## src/asb_pkg.sv

```systemverilog
// Constants, register map and timing for the adapter setup bus slave.
// Assumes a 40 MHz ref_clk_i; all bus pins are asynchronous to it.
// How it works
// - Setup select low opens option register block
// - ID bytes read-only, option bytes read/write
// - ID low/high bytes with separate read strobes
// - ID reads pull bits low, rest pulled up
// - Card enable gates the channel and DMA decodes
// - Option bit 7 enables arbitration fairness
// - Option bits hold channel decode terms
// - Upper address bits compared per channel
// - Receiver DMA vectors held and driven out
// - Transmitter vector held and driven out
// - Bus mode bit selects synchronous extension
// - Channel check bits unused by this card
// - Card selected feedback low on decode
// - Wide data size flag kept inactive high
// - Synchronous mode releases not-ready quickly
// - Asynchronous not-ready never beyond 3 us
// - Every card access requests cycle extension
// - Channel reset clears interface state machines
// - Refresh cycles are ignored entirely
// - Channel check open-collector, kept inactive
// - Status and command decode into I/O strobes
package asb_pkg;
  localparam logic [15:0] ASB_ADDR_ID_LO  = 16'h0100;
  localparam logic [15:0] ASB_ADDR_ID_HI  = 16'h0101;
  localparam logic [15:0] ASB_ADDR_OPT2   = 16'h0102;
  localparam logic [15:0] ASB_ADDR_OPT3   = 16'h0103;
  localparam logic [15:0] ASB_ADDR_OPT4   = 16'h0104;
  localparam logic [15:0] ASB_ADDR_OPT5   = 16'h0105;
  localparam logic [15:0] ASB_ADDR_OPT6   = 16'h0106;
  localparam logic [15:0] ASB_ADDR_OPT7   = 16'h0107;
  localparam logic [15:0] ASB_DMA_REG     = 16'h02f7;  // Fixed DMA control/status address
  localparam logic [7:0]  ASB_OPT_RESET   = 8'h00;
  // Card identity bytes: arbitrary neutral values
  localparam logic [7:0]  ASB_ID_LO       = 8'h5a;
  localparam logic [7:0]  ASB_ID_HI       = 8'h3c;
  // Field positions
  localparam int ASB_B_EN     = 0;
  localparam int ASB_B_FAIR   = 7;
  localparam int ASB_B_SYNC   = 5;
  // Timing
  localparam int ASB_CLK_NS       = 25;
  localparam int ASB_SYNC_REL_NS  = 30;    // Longest time to release not-ready
  localparam int ASB_ASYNC_MAX_NS = 3000;  // Longest not-ready hold
  localparam int ASB_SYNC_CYC  = (ASB_SYNC_REL_NS / ASB_CLK_NS) < 1 ? 1 :
                                 (ASB_SYNC_REL_NS / ASB_CLK_NS);
  localparam int ASB_ASYNC_CYC = ASB_ASYNC_MAX_NS / ASB_CLK_NS;
  localparam int ASB_HOLD_CYC  = 8;        // Wait states wanted in asynchronous mode
  localparam logic [7:0] ASB_CNT_ONE = 8'h01;
  localparam logic [7:0] ASB_CNT_ZERO = 8'h00;
  // Command decode of status lines (as active-high views)
  localparam logic [1:0] ASB_ST_WRITE = 2'b10;  // {status_one,status_zero}
  localparam logic [1:0] ASB_ST_READ  = 2'b01;
  typedef enum {ASB_IDLE, ASB_WAIT, ASB_DONE} asb_phase_t;
endpackage : asb_pkg

```

## src/asb_slave.sv

```systemverilog
// Setup option registers and bus control for the dual serial adapter card.
// Assumes bus pins are asynchronous to ref_clk_i and the data bus is resolved
// outside from the enable and output values given here.
// Every pin passes two flops, so the card answers about three clocks after
// the host moves a line; the host must hold each command long enough.
// Only the setup block, the channel decodes and the cycle extension live
// here; the UART, the data buffer and the arbiter sit elsewhere.
`timescale 1ns/10ps
module asb_slave (
  input  wire logic        ref_clk_i,                   // 40 MHz clock
  input  wire logic        rstn_i,                      // Synchronous reset, low
  input  wire logic        channel_reset_i,             // Bus channel reset, high
  input  wire logic        card_setup_select_n_i,       // Setup select, low
  input  wire logic        cmd_n_i,                     // Command strobe, low
  input  wire logic        bus_status_zero_n_i,         // Status zero, low
  input  wire logic        bus_status_one_n_i,          // Status one, low
  input  wire logic        mem_io_i,                    // High memory, low I/O
  input  wire logic        refresh_n_i,                 // Refresh cycle, low
  input  wire logic [15:0] addr_i,                      // Bus address
  input  wire logic [7:0]  data_i,                      // Data pins in
  output logic      [7:0]  data_o,                      // Data pins out
  output logic      [7:0]  data_oe_o,                   // Per bit drive enable
  output logic             card_selected_feedback_n_o,  // Select feedback, low
  output logic             card_wide_size_flag_n_o,     // Data size 16, low
  output logic             channel_ready_out_o,         // Ready, low stretches
  output logic             channel_check_o,             // Open-collector value
  output logic             channel_check_oe_o,          // Drive enable
  output logic             io_read_strobe_o,            // Internal I/O read
  output logic             io_write_strobe_o,           // Internal I/O write
  output logic             id_low_read_strobe_o,        // ID low byte read
  output logic             id_high_read_strobe_o,       // ID high byte read
  output logic             card_enable_bit_o,           // Card enable
  output logic             fairness_en_o,               // Fairness enable
  output logic             ch1_match_o,                 // Channel 1 decode
  output logic             ch2_match_o,                 // Channel 2 decode
  output logic             dma_reg_sel_o,               // DMA register decode
  output logic      [3:0]  rx1_vector_bit_o,            // Channel 1 rx vector
  output logic      [3:0]  rx2_vector_bit_o,            // Channel 2 rx vector
  output logic      [3:0]  tx1_vector_bit_o,            // Channel 1 tx vector
  output logic             sync_ext_mode_o              // Synchronous extension
);
  import asb_pkg::*;

  // All state in one record
  // Keeping every flop in one packed record means reset and the next-state
  // copy cover everything at once, so no flop can be left out of either.
  typedef struct packed {
    logic [4:0]  s1_setup;      // First synchroniser stage, read only by s2
    logic [4:0]  s2_setup;      // {setup,cmd,s0,s1,refresh} synced
    logic [1:0]  s1_misc;       // {mem_io, reset} first stage
    logic [1:0]  s2_misc;
    logic [15:0] s1_addr;
    logic [15:0] s2_addr;
    logic [7:0]  s1_data;
    logic [7:0]  s2_data;
    logic [7:0]  opt2;          // Enable and decode select
    logic [7:0]  opt3;          // Upper address match
    logic [7:0]  opt4;          // Receiver vectors
    logic [7:0]  opt5;          // Tx vector and bus mode
    logic [7:0]  opt6;          // Subaddress low
    logic [7:0]  opt7;          // Subaddress high
    logic        cmd_prev;      // Command level last cycle
    logic [7:0]  wait_cnt;      // Cycles of not-ready so far
    logic        ready;         // Ready output
    logic [7:0]  rdata;         // Read data
    logic [7:0]  roe;           // Read drive enables
    asb_phase_t  phase;         // Extension phase
  } asb_state_t;

  asb_state_t st_q;
  asb_state_t st_d;

  // Synchronised views
  // Pins other than channel reset are active low; these names are active high so the decode below
  // reads as plain logic. Only second-stage values are ever used.
  logic        setup_act;
  logic        cmd_act;
  logic        st0_act;
  logic        st1_act;
  logic        refresh_act;
  logic        io_cyc;
  logic        channel_reset;
  logic [15:0] a;
  logic        io_read_strobe;
  logic        io_write_strobe;
  logic        card_sel;
  logic        cmd_fall;
  logic        in_setup_blk;

  assign setup_act   = ~st_q.s2_setup[4];
  assign cmd_act     = ~st_q.s2_setup[3];
  assign st0_act     = ~st_q.s2_setup[2];
  assign st1_act     = ~st_q.s2_setup[1];
  assign refresh_act = ~st_q.s2_setup[0];
  assign io_cyc      = ~st_q.s2_misc[1];
  assign channel_reset     = st_q.s2_misc[0];
  assign a           = st_q.s2_addr;

  // I/O strobes, suppressed during refresh
  assign io_read_strobe = cmd_act & io_cyc & ~refresh_act &
               ({st1_act, st0_act} == ASB_ST_READ);
  assign io_write_strobe = cmd_act & io_cyc & ~refresh_act &
               ({st1_act, st0_act} == ASB_ST_WRITE);

  // Channel decodes: fixed bits plus option terms, gated by card enable
  // A15, A11 and A10 are zero and A9, A5 one for every standard port, so
  // they are checked once. A7, A6 and A4 fold into a single term that is
  // high only when all three are low; A8 and A3 are compared directly.
  // The three upper bits come from the upper address match register.
  logic ch1_hit;
  logic ch2_hit;
  logic fixed_ok;
  logic a764;
  assign fixed_ok = ~(a[15] | a[11] | a[10]) & a[9] & a[5];
  assign a764     = ~(a[7] | a[6] | a[4]);
  assign ch1_hit  = fixed_ok & (a764 == st_q.opt2[6]) & (a[8] == st_q.opt2[5])
                    & (a[3] == st_q.opt2[4]) & (a[14:12] == st_q.opt3[5:3]);
  assign ch2_hit  = fixed_ok & (a764 == st_q.opt2[3]) & (a[8] == st_q.opt2[2])
                    & (a[3] == st_q.opt2[1]) & (a[14:12] == st_q.opt3[2:0]);

  // Decodes never act in setup, during refresh, or on memory cycles
  logic gate;
  assign gate = st_q.opt2[ASB_B_EN] & io_cyc & ~refresh_act & ~setup_act;
  assign ch1_match_o   = gate & ch1_hit;
  assign ch2_match_o   = gate & ch2_hit;
  assign dma_reg_sel_o = gate & (a == ASB_DMA_REG);
  assign card_sel      = ch1_match_o | ch2_match_o | dma_reg_sel_o;
  assign card_selected_feedback_n_o = ~card_sel;
  assign card_wide_size_flag_n_o    = 1'b1;
  assign channel_check_o    = 1'b0;
  assign channel_check_oe_o = 1'b0;
  assign io_read_strobe_o   = io_read_strobe;
  assign io_write_strobe_o  = io_write_strobe;
  assign in_setup_blk       = setup_act & (a[15:3] == ASB_ADDR_ID_LO[15:3]);
  assign id_low_read_strobe_o  = in_setup_blk & io_read_strobe & (a == ASB_ADDR_ID_LO);
  assign id_high_read_strobe_o = in_setup_blk & io_read_strobe & (a == ASB_ADDR_ID_HI);
  assign cmd_fall = cmd_act & ~st_q.cmd_prev;

  // Register outputs
  assign card_enable_bit_o = st_q.opt2[ASB_B_EN];
  assign fairness_en_o     = st_q.opt2[ASB_B_FAIR];
  assign rx2_vector_bit_o  = st_q.opt4[7:4];
  assign rx1_vector_bit_o  = st_q.opt4[3:0];
  assign tx1_vector_bit_o  = st_q.opt5[3:0];
  assign sync_ext_mode_o   = st_q.opt5[ASB_B_SYNC];
  assign channel_ready_out_o = st_q.ready;
  assign data_o    = st_q.rdata;
  assign data_oe_o = st_q.roe;

  // Next state
  // Synchroniser stages first, then read drive, setup writes, the cycle
  // extension machine and last the channel reset, which therefore wins
  // over any write or extension that falls in the same cycle.
  always_comb begin
    st_d = st_q;
    st_d.s1_setup = {card_setup_select_n_i, cmd_n_i, bus_status_zero_n_i,
                     bus_status_one_n_i, refresh_n_i};
    st_d.s2_setup = st_q.s1_setup;
    st_d.s1_misc  = {mem_io_i, channel_reset_i};
    st_d.s2_misc  = st_q.s1_misc;
    st_d.s1_addr  = addr_i;
    st_d.s2_addr  = st_q.s1_addr;
    st_d.s1_data  = data_i;
    st_d.s2_data  = st_q.s1_data;
    st_d.cmd_prev = cmd_act;
    // Read drive: ID reads only pull zero bits low, the pull-ups give ones
    st_d.rdata = ASB_OPT_RESET;
    st_d.roe   = ASB_OPT_RESET;
    if (in_setup_blk && io_read_strobe) begin
      case (a)
        ASB_ADDR_ID_LO: st_d.roe = ~ASB_ID_LO;
        ASB_ADDR_ID_HI: st_d.roe = ~ASB_ID_HI;
        ASB_ADDR_OPT2: begin
          st_d.rdata = st_q.opt2;
          st_d.roe   = 8'hff;
        end
        ASB_ADDR_OPT3: begin
          st_d.rdata = st_q.opt3;
          st_d.roe   = 8'hff;
        end
        ASB_ADDR_OPT4: begin
          st_d.rdata = st_q.opt4;
          st_d.roe   = 8'hff;
        end
        ASB_ADDR_OPT5: begin
          st_d.rdata = st_q.opt5;
          st_d.roe   = 8'hff;
        end
        ASB_ADDR_OPT6: begin
          st_d.rdata = st_q.opt6;
          st_d.roe   = 8'hff;
        end
        ASB_ADDR_OPT7: begin
          st_d.rdata = st_q.opt7;
          st_d.roe   = 8'hff;
        end
        default: st_d.roe = ASB_OPT_RESET;
      endcase
    end
    // Setup writes; ID bytes ignore writes
    if (in_setup_blk && io_write_strobe && cmd_fall) begin
      case (a)
        ASB_ADDR_OPT2: st_d.opt2 = st_q.s2_data;
        ASB_ADDR_OPT3: st_d.opt3 = st_q.s2_data;
        ASB_ADDR_OPT4: st_d.opt4 = st_q.s2_data;
        ASB_ADDR_OPT5: st_d.opt5 = st_q.s2_data;
        ASB_ADDR_OPT6: st_d.opt6 = st_q.s2_data;
        ASB_ADDR_OPT7: st_d.opt7 = st_q.s2_data;
        default: st_d.opt7 = st_q.opt7;
      endcase
    end
    // Cycle extension on every card access
    // Not-ready falls one clock after the synced command edge with a hit.
    // Synchronous mode frees it after one clock; asynchronous mode holds a
    // fixed number of wait states, kept well under the longest legal hold.
    // The done phase waits for the command to end so one access stretches once.
    case (st_q.phase)
      ASB_IDLE: begin
        st_d.ready = 1'b1;
        if (card_sel && cmd_fall) begin
          st_d.ready    = 1'b0;
          st_d.wait_cnt = ASB_CNT_ONE;
          st_d.phase    = ASB_WAIT;
        end
      end
      ASB_WAIT: begin
        st_d.wait_cnt = st_q.wait_cnt + ASB_CNT_ONE;
        if (st_q.opt5[ASB_B_SYNC]) begin
          if (st_q.wait_cnt >= 8'(ASB_SYNC_CYC)) begin
            st_d.ready = 1'b1;
            st_d.phase = ASB_DONE;
          end
        end else if (st_q.wait_cnt >= 8'(ASB_HOLD_CYC) ||
                     st_q.wait_cnt >= 8'(ASB_ASYNC_CYC)) begin
          st_d.ready = 1'b1;
          st_d.phase = ASB_DONE;
        end
      end
      ASB_DONE: begin
        st_d.ready = 1'b1;
        if (!cmd_act) st_d.phase = ASB_IDLE;
      end
      default: st_d.phase = ASB_IDLE;
    endcase
    // Channel reset clears options and state machines
    // Clearing the enable leaves the card silent until software sets it again.
    if (channel_reset) begin
      st_d.opt2     = ASB_OPT_RESET;
      st_d.opt3     = ASB_OPT_RESET;
      st_d.opt4     = ASB_OPT_RESET;
      st_d.opt5     = ASB_OPT_RESET;
      st_d.opt6     = ASB_OPT_RESET;
      st_d.opt7     = ASB_OPT_RESET;
      st_d.phase    = ASB_IDLE;
      st_d.ready    = 1'b1;
      st_d.wait_cnt = ASB_CNT_ZERO;
    end
  end

  // State register
  // The s1_setup and s2_setup stages reset to the idle pin levels; resetting them to zero
  // would look like an active setup and command for the first two clocks.
  always_ff @(posedge ref_clk_i) begin
    if (!rstn_i) begin
      st_q          <= '0;
      st_q.s1_setup <= 5'h1f;
      st_q.s2_setup <= 5'h1f;
      st_q.ready    <= 1'b1;
      st_q.phase    <= ASB_IDLE;
    end else begin
      st_q <= st_d;
    end
  end
endmodule // asb_slave

```

## config.mk

```make
export PLATFORM = sky130hd
export DESIGN_NAME = asb_slave
export DESIGN_NICKNAME = d
export VERILOG_FILES = /design/src/asb_pkg.sv /design/src/asb_slave.sv
export SDC_FILE = /design/constraint.sdc
export NUM_CORES = 1
export LEC_CHECK = 0
export BUFFER_PORTS_ARGS = -buffer_cell sky130_fd_sc_hd__buf_2
export CAP_MARGIN = 20
export CELL_PAD_IN_SITES_DETAIL_PLACEMENT = 2
export CELL_PAD_IN_SITES_GLOBAL_PLACEMENT = 2
export CORE_MARGIN = 4
export CORE_UTILIZATION = 38
export CTS_BUF_LIST = sky130_fd_sc_hd__clkbuf_4
export CTS_CLUSTER_SIZE = 20
export DETAILED_ROUTE_END_ITERATION = 8
export HOLD_SLACK_MARGIN = 0.06
export PLACE_DENSITY = 0.85
export SYNTH_ARGS = -nofsm -noshare
export SYNTH_HDL_FRONTEND = slang
export SYNTH_SLANG_ARGS = --single-unit
```

## constraint.sdc

```tcl
create_clock -name ref_clk_i -period 2.45 [get_ports ref_clk_i]
set_input_delay 0.245 -clock ref_clk_i [delete_from_list [all_inputs] [get_ports ref_clk_i]]
set_output_delay 0.245 -clock ref_clk_i [all_outputs]
set_load 0.01 [all_outputs]
```

---- Word level (Yosys, flattened, before mapping) ----
Cells that the tools add are included.
operators by class
  eq/ne operators ......................... 26
  bitwise operators ....................... 41
  reductions and logical operators ........ 20
  add/sub/neg operators ................... 1
  magnitude comparators ................... 3
  mux-type cells .......................... 14
operators by type and width
  kind                                                                number
  two-way mux 32 bit                                                  5
  == test 16 x 9 -> 1 bit (second input constant)                     8
  case mux 32 bit (3 select lines)                                    1
  case mux 8 bit (6 select lines)                                     1
  == test 32 x 1 -> 1 bit (second input constant)                     1
  == test 32 x 2 -> 1 bit (second input constant)                     1
  logical NOT 32 bit                                                  1
  AND 1 bit                                                           25
  case mux 8 bit (3 select lines)                                     1
  == test 16 x 10 -> 1 bit (second input constant)                    1
  case mux 8 bit (2 select lines)                                     1
  AND reduction 2 bit                                                 8
  == test 13 x 6 -> 1 bit (second input constant)                     1
  inverter 1 bit                                                      10
  two-way mux 9 bit                                                   1
  adder 8 x 1 -> 8 bit (second input constant)                        1
  greater-or-equal comparator 8 x 1 -> 1 bit (second input constant)  1
  greater-or-equal comparator 8 x 4 -> 1 bit (second input constant)  1
  greater-or-equal comparator 8 x 7 -> 1 bit (second input constant)  1
  == test 1 bit                                                       6
  == test 3 bit                                                       2
  != test 3 bit (second input constant)                               2
  OR 1 bit                                                            6
  OR reduction 6 bit                                                  1
  12 further kinds                                                    18
word-level totals
  input bits .............................. 33
  output and inout bits ................... 43
  logic and storage cells ................. 125
  flip-flop bits (word level) ............. 168

---- Logic depth before layout (Yosys ltp) ----
Gate-level depths: netlist (run 1).
  word-level depth ........................ 15
  mapped depth ............................ 8
  depth with buffers taken out ............ 8

---- Least setup slack after synthesis (run 1) ----
Ideal clock, no wire load.
  path kind ............................... register to register
  start ................................... register st_q (netlist bit a[13])
  end ..................................... register st_q[49] (netlist name)
  buffers on the path ..................... 0
  arrival time ............................ 2062 ps
  required time ........................... 2335 ps
  period minus slack after synthesis ...... 2176 ps
  slack ................................... 274 ps
  cell stages (with the launch flop) ...... 6
  library setup time ...................... 115 ps
  cells stage by stage .................... dfxtp_1 > or4_1 > nor4_1 > o31a_1 > o21ai_0 > o21a_1
between the ends
  elaborated cells on any way between the ends .. 13
  those cells by class .................... 4 x eq/ne; 7 x bitwise; 2 x reduce/logical
RTL lines
  element                        line              RTL
  start, declared                asb_slave.sv:70   asb_state_t st_q;
  start signal, assigned         asb_slave.sv:271  st_q <= st_d;
  == test 16 x 10 -> 1 bit       asb_slave.sv:126  assign dma_reg_sel_o = gate & (a == ASB_DMA_REG);
  AND 1 bit                      asb_slave.sv:126
  named net dma_reg_sel_o        asb_slave.sv:36   output logic dma_reg_sel_o,
  OR 1 bit                       asb_slave.sv:127  assign card_sel = ch1_match_o | ch2_match_o | dma_reg_sel_o;
  logical AND 1 bit              asb_slave.sv:220  if (card_sel && cmd_fall) begin
  != test 2 bit (no line)        n/a
  AND reduction 2 bit (no line)  n/a
The timed path passes the listed nets, and every way through them passes these cells.
A chain may end at the register's enable or synchronous reset.

---- Worst setup path in the final report (run 1) ----
  start ................................... register st_q (netlist bit a[2])
  end ..................................... register st_q[0] (netlist name)
between the ends
  longest elaborated chain between the ends .. 6
ends and longest elaborated chain
  element                        line
  == test 16 x 10 -> 1 bit       asb_slave.sv:126
  AND 1 bit                      asb_slave.sv:126
  OR 1 bit                       asb_slave.sv:127
  logical AND 1 bit              asb_slave.sv:220
  != test 2 bit (no line)        n/a
  AND reduction 4 bit (no line)  n/a
Every way passes these cells.

==> run_results.csv, run 1 <==
group,metric,value,unit
job,drv_cap,0,
synthesis,postSynthAreaPerCell,10.13,sq um
drt,drt-pass1-iter-count,5,
drt,drc,0,
sta,fin_skew,38.55,ps
worst_setup_path,rr_startpoint,"a[2]",
synthesis,synth-async-reset-ratio,0,
sta,finalCritPeriodShare,1.079,
synthesis,dominantRegCellSynth,"dfxtp_1",
global_routing,gr-total-overflow,0,
synthesis,syn_inst,531,
global_routing,grt_pass1_wl,30370,um
synthesis,netlist_area,5378,sq um
clock_tree,clk_latency,610,ps
floorplan,dieArea,16120,sq um
clock_tree,clk_path_buf_depth,2,
place,pre_cts_ws,-147.8,ps
sta,fin_ws,-193.2,ps
status,violations,"negative setup slack",
global_routing,grt_pass1_vias,4931,
sta,setup-violations-final,21,
worst_setup_path,endpoint,"st_q[0]",
worst_setup_path,critPathKind,"register to register",
worst_setup_path,reg2reg_to,"st_q[0]",
power,power_density,680.0,nW/um^2
place,place_congestion,0.8243,
clock_tree,htreeDepth,4,
place,dpl.hpwl,10780,um
power,peakVddDrop,0.4269,mV
synthesis,synth_edf_count,0,
sta,rsz0062_at_grt,"true",
hold_path,hold_class,"primary input to register",
worst_setup_path,cp-start-kind,"register",
cells_and_area,fin_area,6745,sq um
synthesis,synth-compound-area-share,0.06398,
global_routing,antenna_found_initial,0,
drt,viasPerCell,5.665,
power,p_leak,2.849,nW
worst_setup_path,end_kind,"register",
floorplan,die_width,127.0,um
synthesis,ys_warn_count,0,
floorplan,fp-row-count,43,
drt,ant_nets,0,
synthesis,yosys.area_share.adder,0.01861,
floorplan,fp.dieH,127.0,um
status,outcome,"finished with violations",
synthesis,synth_area_leaders,"dfxtp_1 50%, mux2i_1 9.1%, and2_1 6.2%",
clock_tree,clk_pin_slew,150,ps
sta,period_minus_slack,2643,ps
sta,worst_pin_slew,801.8,ps
drt,vias,4657,
cells_and_area,drive_gt1_frac,0.2757,
worst_setup_path,crit_arrival,3080,ps
worst_setup_path,rrSetupSlack,-190,ps
global_routing,grt_max_degree,66,
synthesis,synth-simple-area-share,0.2059,
global_routing,grtUsageTotal,0.2508,
place,place_area,5802,sq um
sta,drv_slew,0,
synthesis,yosys-mux-area-fraction,0.1247,
synthesis,synth_top_area_frac,0.4988,
drt,wl_per_cell,29.55,um
worst_setup_path,required,2890,ps
synthesis,synth_top_family_by_area,"simple AND/OR/NAND/NOR gates",
drt,drt_iter0_drc,403,
sta,relSlewSlack,0.4655,
worst_setup_path,cp_max_fo,7,
clock_tree,clock_sinks,134,
floorplan,pin_count,76,
drt,wirelength,24290,um
synthesis,yosysUniqueCellTypes,46,
worst_setup_path,crit_path_start,"a[2]",
sta,hold_viol,0,
synthesis,yosysSeqAreaShare,0.4988,
cells_and_area,finalNetCount,670,
sta,clock.fmax,378.3,MHz
floorplan,start_util,0.3874,
worst_setup_path,reg2reg_depth,7,
synthesis,synth_top_area_cell,"dfxtp_1",
cells_and_area,fillers,1407,
clock_tree,cts_buffers,17,
synthesis,synth_xor_area_frac,0.01954,
clock_tree,clockRootBuffer,"clkbuf_4",
clock_tree,cts_tree,"done",
place,port_buffers,72,
synthesis,ys_ff_latch,134,
cells_and_area,diodes,0,
cells_and_area,area_growth_syn_to_layout,25.43,%
floorplan,core,13880,sq um
how the worst min path moves through the flow:
stage / from / endpoint / slack [ps] / depth (start not counted)
finish: rstn_i / st_q[160] / 220 / 3
global route: rstn_i / st_q[160] / 250 / 3
CTS: rstn_i / st_q[158] / 220 / 3
detailed placement: st_d[158] / st_q[158] / 400 / 1
global placement: st_d[158] / st_q[158] / 400 / 1
floorplan: refresh_n_i / st_d[158] / 350 / 1
kinds of logic (layout without fill, tap and decap cells):
logic type / after synthesis / in the layout
simple gates: 196 / 196
buf+inv: 64 / 174
other cells: 2 / 3
mux: 65 / 65
xor+xnor: 12 / 12
fa+ha+maj: 8 / 8
flops: 134 / 134
compound gates: 50 / 50
synth_stat cells, types with 2 or more instances:
cell,count
or4_1,2
nor3_1,4
and2_1,53
nor4_1,8
nor3b_1,2
nor2b_1,5
nand3_1,15
a211o_1,2
a22oi_1,16
inv_1,11
o2111ai_1,4
a31oi_1,7
mux2i_1,49
nand4b_1,2
nand3b_1,4
xor2_1,2
a211oi_1,2
a21oi_1,11
ha_1,8
o21ai_1,3
clkbuf_1,18
nand2_1,12
nor2_1,57
conb_1,2
dfxtp_1,134
and3_1,3
xnor2_1,10
buf_4,31
buf_2,3
nor3_4,2
o21ai_0,2
mux2_2,16
nand4_1,2
nor4b_1,2
nand2b_1,16
critical path, stage by stage, from the launching register on:
cell and delay [ps]:
dfxtp_1 640, nand3_1 400, nor4_4 320, buf_4 180, o31a_1 150, buf_4 160, a21oi_1 120, a211oi_1 490
routing by layer:
metal  vias up  global-route usage  wire (um)
met3        87             0.05684       1403
met5         -                   0          0
li1       1974                   -          -
met4         0              0.1016       1161
met1      2335              0.2803       8937
met2       261              0.4580      12790
power by group:
group / switching, mW / internal (mW) / total [mW] / leakage [nW]
clock network: 1.01 / 1.03 / 2.05 / 0.192
registers: 0.0560 / 2.23 / 2.28 / 1.09
logic: 0.135 / 0.122 / 0.256 / 1.56
total: 1.20 / 3.38 / 4.59 / 2.85
final cells by class:
cell class                 instances  area (sq um)  area share
timing repair buffer             130         914.6      0.1356
clock inverter                    13         226.5     0.03357
multi-input combinational        334          2499      0.3704
inverter                          12         45.04    0.006678
sequential                       134          2693      0.3992
tap                              180         225.2     0.03339
clock buffer                      19         142.6     0.02115
what timing repair did:
item | 4_1_cts | 5_1_grt
setup endpoints to repair | 15 | 48
hold buffers | 31 | 0
setup buffers | 1 | 8
gates resized for setup | 9 | 27
pin swaps | 3 | 7
endpoints found under the hold margin | 31 | 0
layout by cell type (no fill, tap or decap), types with 3 or more instances in the layout:
| master | synthesis | routed |
|---|---|---|
| dfxtp_1 | 134 | 128 |
| buf_2 | 3 | 70 |
| nor2_1 | 57 | 56 |
| and2_1 | 53 | 53 |
| mux2i_1 | 49 | 49 |
| dlygate4sd3_1 | 0 | 31 |
| buf_4 | 31 | 24 |
| clkbuf_4 | 0 | 19 |
| mux2_2 | 16 | 16 |
| a22oi_1 | 16 | 16 |
| nand2b_1 | 16 | 15 |
| nand3_1 | 15 | 14 |
| nand2_1 | 12 | 12 |
| inv_1 | 11 | 11 |
| xnor2_1 | 10 | 10 |
| a21oi_1 | 11 | 10 |
| ha_1 | 8 | 8 |
| a31oi_1 | 7 | 7 |
| bufinv_16 | 0 | 6 |
| dfxtp_2 | 0 | 5 |
| nor4_4 | 1 | 4 |
| nor3_1 | 4 | 4 |
| nor2b_1 | 5 | 4 |
| nand3b_1 | 4 | 4 |
| o2111ai_1 | 4 | 4 |
| nor4_1 | 8 | 3 |
| and3_1 | 3 | 3 |
| nor4_2 | 1 | 3 |
| clkinv_1 | 1 | 3 |
| conb_1 | 2 | 3 |
| buf_6 | 0 | 3 |
registers in the layout (all words and copies together) (netlist names):
register             flops
rx1_vector_bit_o         4
st_q                    58
fairness_en_o            1
channel_reset            1
data_oe_o                4
sync_ext_mode_o          1
a                       16
data_o                   8
st_d                    31
rx2_vector_bit_o         4
channel_ready_out_o      1
card_enable_bit_o        1
tx1_vector_bit_o         4
per-stage QoR:
step | std cells | TNS (ps) | power (mW) | utilization | hold slack (ps)
global placement | 750 | 0 | 2.454 | 0.4180 | 398.9
floorplan | 532 | 0 | 2.398 | - | 346.5
CTS | 814 | -12.06 | 4.413 | 0.4712 | 218.2
finish | 822 | -1496 | 4.586 | 0.4859 | 220.3
detailed placement | 750 | -714.2 | 2.468 | 0.4180 | 404.3
global route | 822 | -2448 | 4.695 | 0.4859 | 250.0
Power figures use the tool's default switching activity.
==> inputs of run 2 (changes only) <==
Settings changed: CORE_UTILIZATION 38 to 34, CTS_CLUSTER_SIZE 20 to 24, PLACE_DENSITY 0.85 to default, PLACE_DENSITY_LB_ADDON from default to 0.1.
Clock period 2.45 ns to 2.1 ns, I/O delays scaled along.
==> run_results.csv, run 2 (same netlist as run 1, synthesis figures left out) <==
group,metric,value,unit
status,outcome,"finished with violations",
status,violations,"negative setup slack",
worst_setup_path,cp-start-kind,"register",
sta,setup_tns,-4398,ps
drt,wl_per_cell,18.18,um
floorplan,fp.dieH,133.8,um
clock_tree,clk_latency,550,ps
sta,rsz0062_at_grt,"true",
sta,period_minus_slack,2380,ps
worst_setup_path,reg2reg_depth,7,
clock_tree,cts_tree,"done",
drt,drt_iter0_drc,151,
cells_and_area,diodes,0,
sta,drv_slew,0,
drt,ant_nets,0,
floorplan,pin_count,76,
place,place_area,6023,sq um
worst_setup_path,critPathKind,"register to output port",
drt,vias,4199,
floorplan,dieArea,17890,sq um
power,power_density,649.2,nW/um^2
drt,drt-pass1-iter-count,4,
clock_tree,clk_pin_slew,130,ps
worst_setup_path,cp_max_fo,4,
cells_and_area,fillers,1587,
drt,viasPerCell,4.766,
floorplan,fp-row-count,45,
clock_tree,cts_buffers,17,
worst_setup_path,crit_arrival,2170,ps
cells_and_area,largest_reg_flops,58,
global_routing,use_met2,0.3052,
floorplan,die_width,133.8,um
floorplan,core,15370,sq um
job,drv_cap,0,
global_routing,antenna_found_initial,0,
clock_tree,clk_path_buf_depth,2,
worst_setup_path,required,1890,ps
cells_and_area,finalCoreUtilization,0.4632,
cells_and_area,layout.cells.most_common,"dfxtp_1",
clock_tree,htreeDepth,4,
cells_and_area,fin_area,7121,sq um
cells_and_area,final_cell_mix,"125 x dfxtp_1, 68 x buf_2, 57 x nor2_1",
floorplan,start_util,0.3499,
cells_and_area,drive_gt1_frac,0.3403,
global_routing,gr-usage-met3,0.03550,
sta,finalCritPeriodShare,1.133,
sta,setup-violations-final,36,
hold_path,hold_class,"primary input to register",
place,dpl.hpwl,10290,um
place,port_buffers,72,
sta,clock.fmax,420.2,MHz
power,p_leak,3.009,nW
global_routing,grt_max_degree,64,
cells_and_area,finalNetCount,699,
power,peakVddDrop,0.3751,mV
sta,fin_skew,19.01,ps
sta,holdWs,379.3,ps
drt,drc,0,
place,pre_cts_ws,-85.81,ps
global_routing,use_met1,0.2135,
sta,hold_viol,0,
cells_and_area,area_growth_syn_to_layout,32.41,%
clock_tree,clock_sinks,134,
drt,wirelength,16020,um
worst_setup_path,end_kind,"output port",
place,place_congestion,0.7436,
cells_and_area,top_register,"st_q",
global_routing,grt_pass1_wl,24430,um
clock_tree,clockRootBuffer,"clkbuf_4",
global_routing,grt_pass1_vias,4655,
hold_path,hold-path-cell-count,3,
global_routing,grt.busiest_layer,"met2",
global_routing,gr-total-overflow,0,
cells_and_area,multi_input_area,2661,sq um
cells_and_area,seqCellArea,2699,sq um
global_routing,grtUsageTotal,0.1743,
sta,fin_ws,-279.8,ps
## run 2: repair_timing
action | in CTS | in global routing
pin swaps | 13 | 17
hold buffers | 32 | 0
gates resized for setup | 42 | 36
buffers inserted | 9 | 8
endpoints found under the hold margin | 34 | 0
cloned | 0 | 0
endpoints found under the setup margin | 22 | 63
## run 2: through the flow
step                instances  total power [mW]
global placement          802             2.881
CTS                       874             4.640
finish                    881             4.622
floorplan                 532             2.799
detailed placement        802             2.890
global route              881             4.861
## run 2: worst paths after layout
check	endpoint	slack [ps]	from
min	st_d[161]	380	cmd_n_i
max reg2reg	st_q[63]	-180	st_q[161]
max	id_high_read_strobe_o	-280	a[3]
min reg2reg	st_q[162]	420	st_d[162]
## run 2: area by class of cell
| class | instances | area share |
|---|---|---|
| timing repair buffer | 159 | 0.1669 |
| clock buffer | 17 | 0.01792 |
| clock inverter | 14 | 0.01898 |
| multi-input combinational | 334 | 0.3737 |
| sequential | 134 | 0.3790 |
| inverter | 12 | 0.006326 |
| tap | 211 | 0.03708 |
## run 2: routing by layer
metal / up-vias / routed length, um
li1: 2030 / -
met1: 2055 / 6834
met2: 81 / 8196
met3: 33 / 463
met4: 0 / 523
met5: - / 0
## run 2: worst max-delay path: stages, from the launching register on
cell and delay [ps]:
dfxtp_4 390, nor4_4 300, nand4_1 220, nor3b_4 330, buf_6 140, and3_4 170
buf_6 90
## run 2: report_power, final
group | total, mW | leakage [nW] | switching [mW] | internal (mW)
sequential | 2.64 | 1.10 | 0.0419 | 2.60
combinational | 0.313 | 1.76 | 0.146 | 0.167
clock | 1.67 | 0.155 | 0.981 | 0.690
total | 4.62 | 3.01 | 1.17 | 3.45
==> inputs of run 3 (changes only) <==
Settings changed: CORE_ASPECT_RATIO from default to 0.7.
==> run_results.csv, run 3 (same netlist as run 1, synthesis figures left out) <==
group,metric,value,unit
sta,rsz0062_at_grt,"true",
floorplan,pin_count,76,
power,p_leak,2.982,nW
drt,drt-pass1-iter-count,4,
place,port_buffers,72,
cells_and_area,largest_reg_flops,58,
status,outcome,"finished with violations",
sta,period_minus_slack,2472,ps
global_routing,antenna_found_initial,0,
global_routing,grt_pass1_vias,4670,
floorplan,die_width,158.3,um
cells_and_area,multi_input_area,2745,sq um
sta,setup_tns,-2707,ps
cells_and_area,fin_area,7259,sq um
power,total_power,4.629,mW
sta,relSlewSlack,0.6644,
worst_setup_path,cp_max_fo,3,
floorplan,start_util,0.3469,
sta,hold_viol,0,
place,place_area,5995,sq um
drt,drc,0,
floorplan,dieArea,17920,sq um
clock_tree,clockRootBuffer,"clkbuf_4",
clock_tree,clock_sinks,134,
worst_setup_path,cp-start-kind,"register",
cells_and_area,area_growth_syn_to_layout,34.99,%
clock_tree,htreeDepth,4,
cells_and_area,diodes,0,
status,violations,"negative setup slack",
drt,wirelength,16200,um
power,peakVddDrop,0.3774,mV
sta,clock.fmax,404.6,MHz
cells_and_area,top_register,"st_q",
cells_and_area,final_cell_mix,"125 x dfxtp_1, 68 x buf_2, 54 x nor2_1",
worst_setup_path,end_kind,"output port",
global_routing,grtUsageTotal,0.1809,
worst_setup_path,critPathKind,"register to output port",
worst_setup_path,required,1890,ps
sta,drv_slew,0,
cells_and_area,layout.cells.most_common,"dfxtp_1",
drt,viasPerCell,4.906,
cells_and_area,finalCoreUtilization,0.4684,
place,pre_cts_ws,-125.5,ps
drt,vias,4288,
hold_path,hold_class,"primary input to register",
sta,worst_pin_slew,503.4,ps
worst_setup_path,rr_startpoint,"a[11]",
sta,finalCritPeriodShare,1.177,
floorplan,fp-row-count,38,
place,dpl.hpwl,10350,um
worst_setup_path,crit_path_start,"a[8]",
global_routing,gr-total-overflow,0,
job,drv_cap,0,
sta,fin_ws,-371.6,ps
clock_tree,cts_tree,"done",
global_routing,grt_pass1_wl,25070,um
cells_and_area,drive_gt1_frac,0.3665,
worst_setup_path,rrSetupSlack,-180,ps
drt,ant_nets,0,
place,place_congestion,0.7880,
global_routing,grt_max_degree,64,
sta,fin_skew,23.48,ps
sta,setup-violations-final,31,
cells_and_area,fillers,1586,
clock_tree,cts_buffers,17,
worst_setup_path,reg2reg_depth,8,
clock_tree,clk_pin_slew,120,ps
cells_and_area,seqCellArea,2694,sq um
floorplan,core,15500,sq um
drt,drt_iter0_drc,172,
cells_and_area,finalNetCount,702,
clock_tree,clk_path_buf_depth,2,
worst_setup_path,crit_arrival,2260,ps
floorplan,fp.dieH,113.2,um
worst_setup_path,endpoint,"id_high_read_strobe_o",
worst_setup_path,reg2reg_to,"st_q[65]",
clock_tree,clk_latency,580,ps
power,power_density,637.7,nW/um^2
drt,wl_per_cell,18.53,um
-- run 3: cell count changes in the layout (fill, tap and decap cells not counted), sizes merged --
cell / previous run / this run
clkinvlp: 0 / 2
bufinv: 2 / 1
clkinv: 12 / 7
inv: 12 / 15
buf: 127 / 130
clkbuf: 17 / 19
-- run 3: worst min-delay path by stage --
stage / start / to / cells past startpoint
6_report: cmd_n_i / st_d[161] / 3
5_1_grt: cmd_n_i / st_d[161] / 3
4_1_cts: cmd_n_i / st_d[161] / 3
3_5_place_dp: cmd_n_i / st_d[161] / 2
3_3_place_gp: bus_status_zero_n_i / st_d[160] / 2
2_1_floorplan: refresh_n_i / st_d[158] / 1
-- run 3: final cells by class --
cell class / count / area share
clock buffers: 19 / 0.01965
clock inverters: 13 / 0.01706
inverters: 12 / 0.006549
multi-input cells: 334 / 0.3781
flip-flops and latches: 134 / 0.3711
well taps: 200 / 0.03447
repair buffers: 162 / 0.1730
-- run 3: routing by layer --
layer  GRT usage  up-vias  part of all wire
met5           0        -                 0
met2      0.2922       90              0.48
li1            -     2045                 -
met4     0.05682        0             0.011
met3     0.04511       16             0.045
met1      0.2384     2137              0.46
-- run 3: timing repair --
| item | in CTS | in global routing |
|---|---|---|
| resized for setup | 57 | 58 |
| hold buffers | 32 | 0 |
| endpoints found under the setup margin | 26 | 60 |
| gates cloned | 0 | 1 |
| buffers inserted | 14 | 16 |
| hold endpoints to repair | 35 | 0 |
| pin swaps | 19 | 26 |
-- run 3: per-stage QoR --
step / hold slack [ps] / instances
3_3_place_gp: 393.2 / 789
2_1_floorplan: 311.5 / 532
3_5_place_dp: 401.5 / 789
4_1_cts: 300.0 / 862
5_1_grt: 318.8 / 874
6_report: 345.6 / 874
-- run 3: power breakdown --
part	total, mW	switching, mW	internal, mW	leakage (nW)
clock network	1.66	1.04	0.627	0.142
registers	2.64	0.0429	2.60	1.10
logic	0.324	0.153	0.171	1.74
-- run 3: critical path, cell delays in order (launching register included) --
cell and delay [ps]:
dfxtp_1 370, nor3b_2 350, nand4_1 200, nor3b_2 320, buf_4 180, and3_4 170
buf_6 90
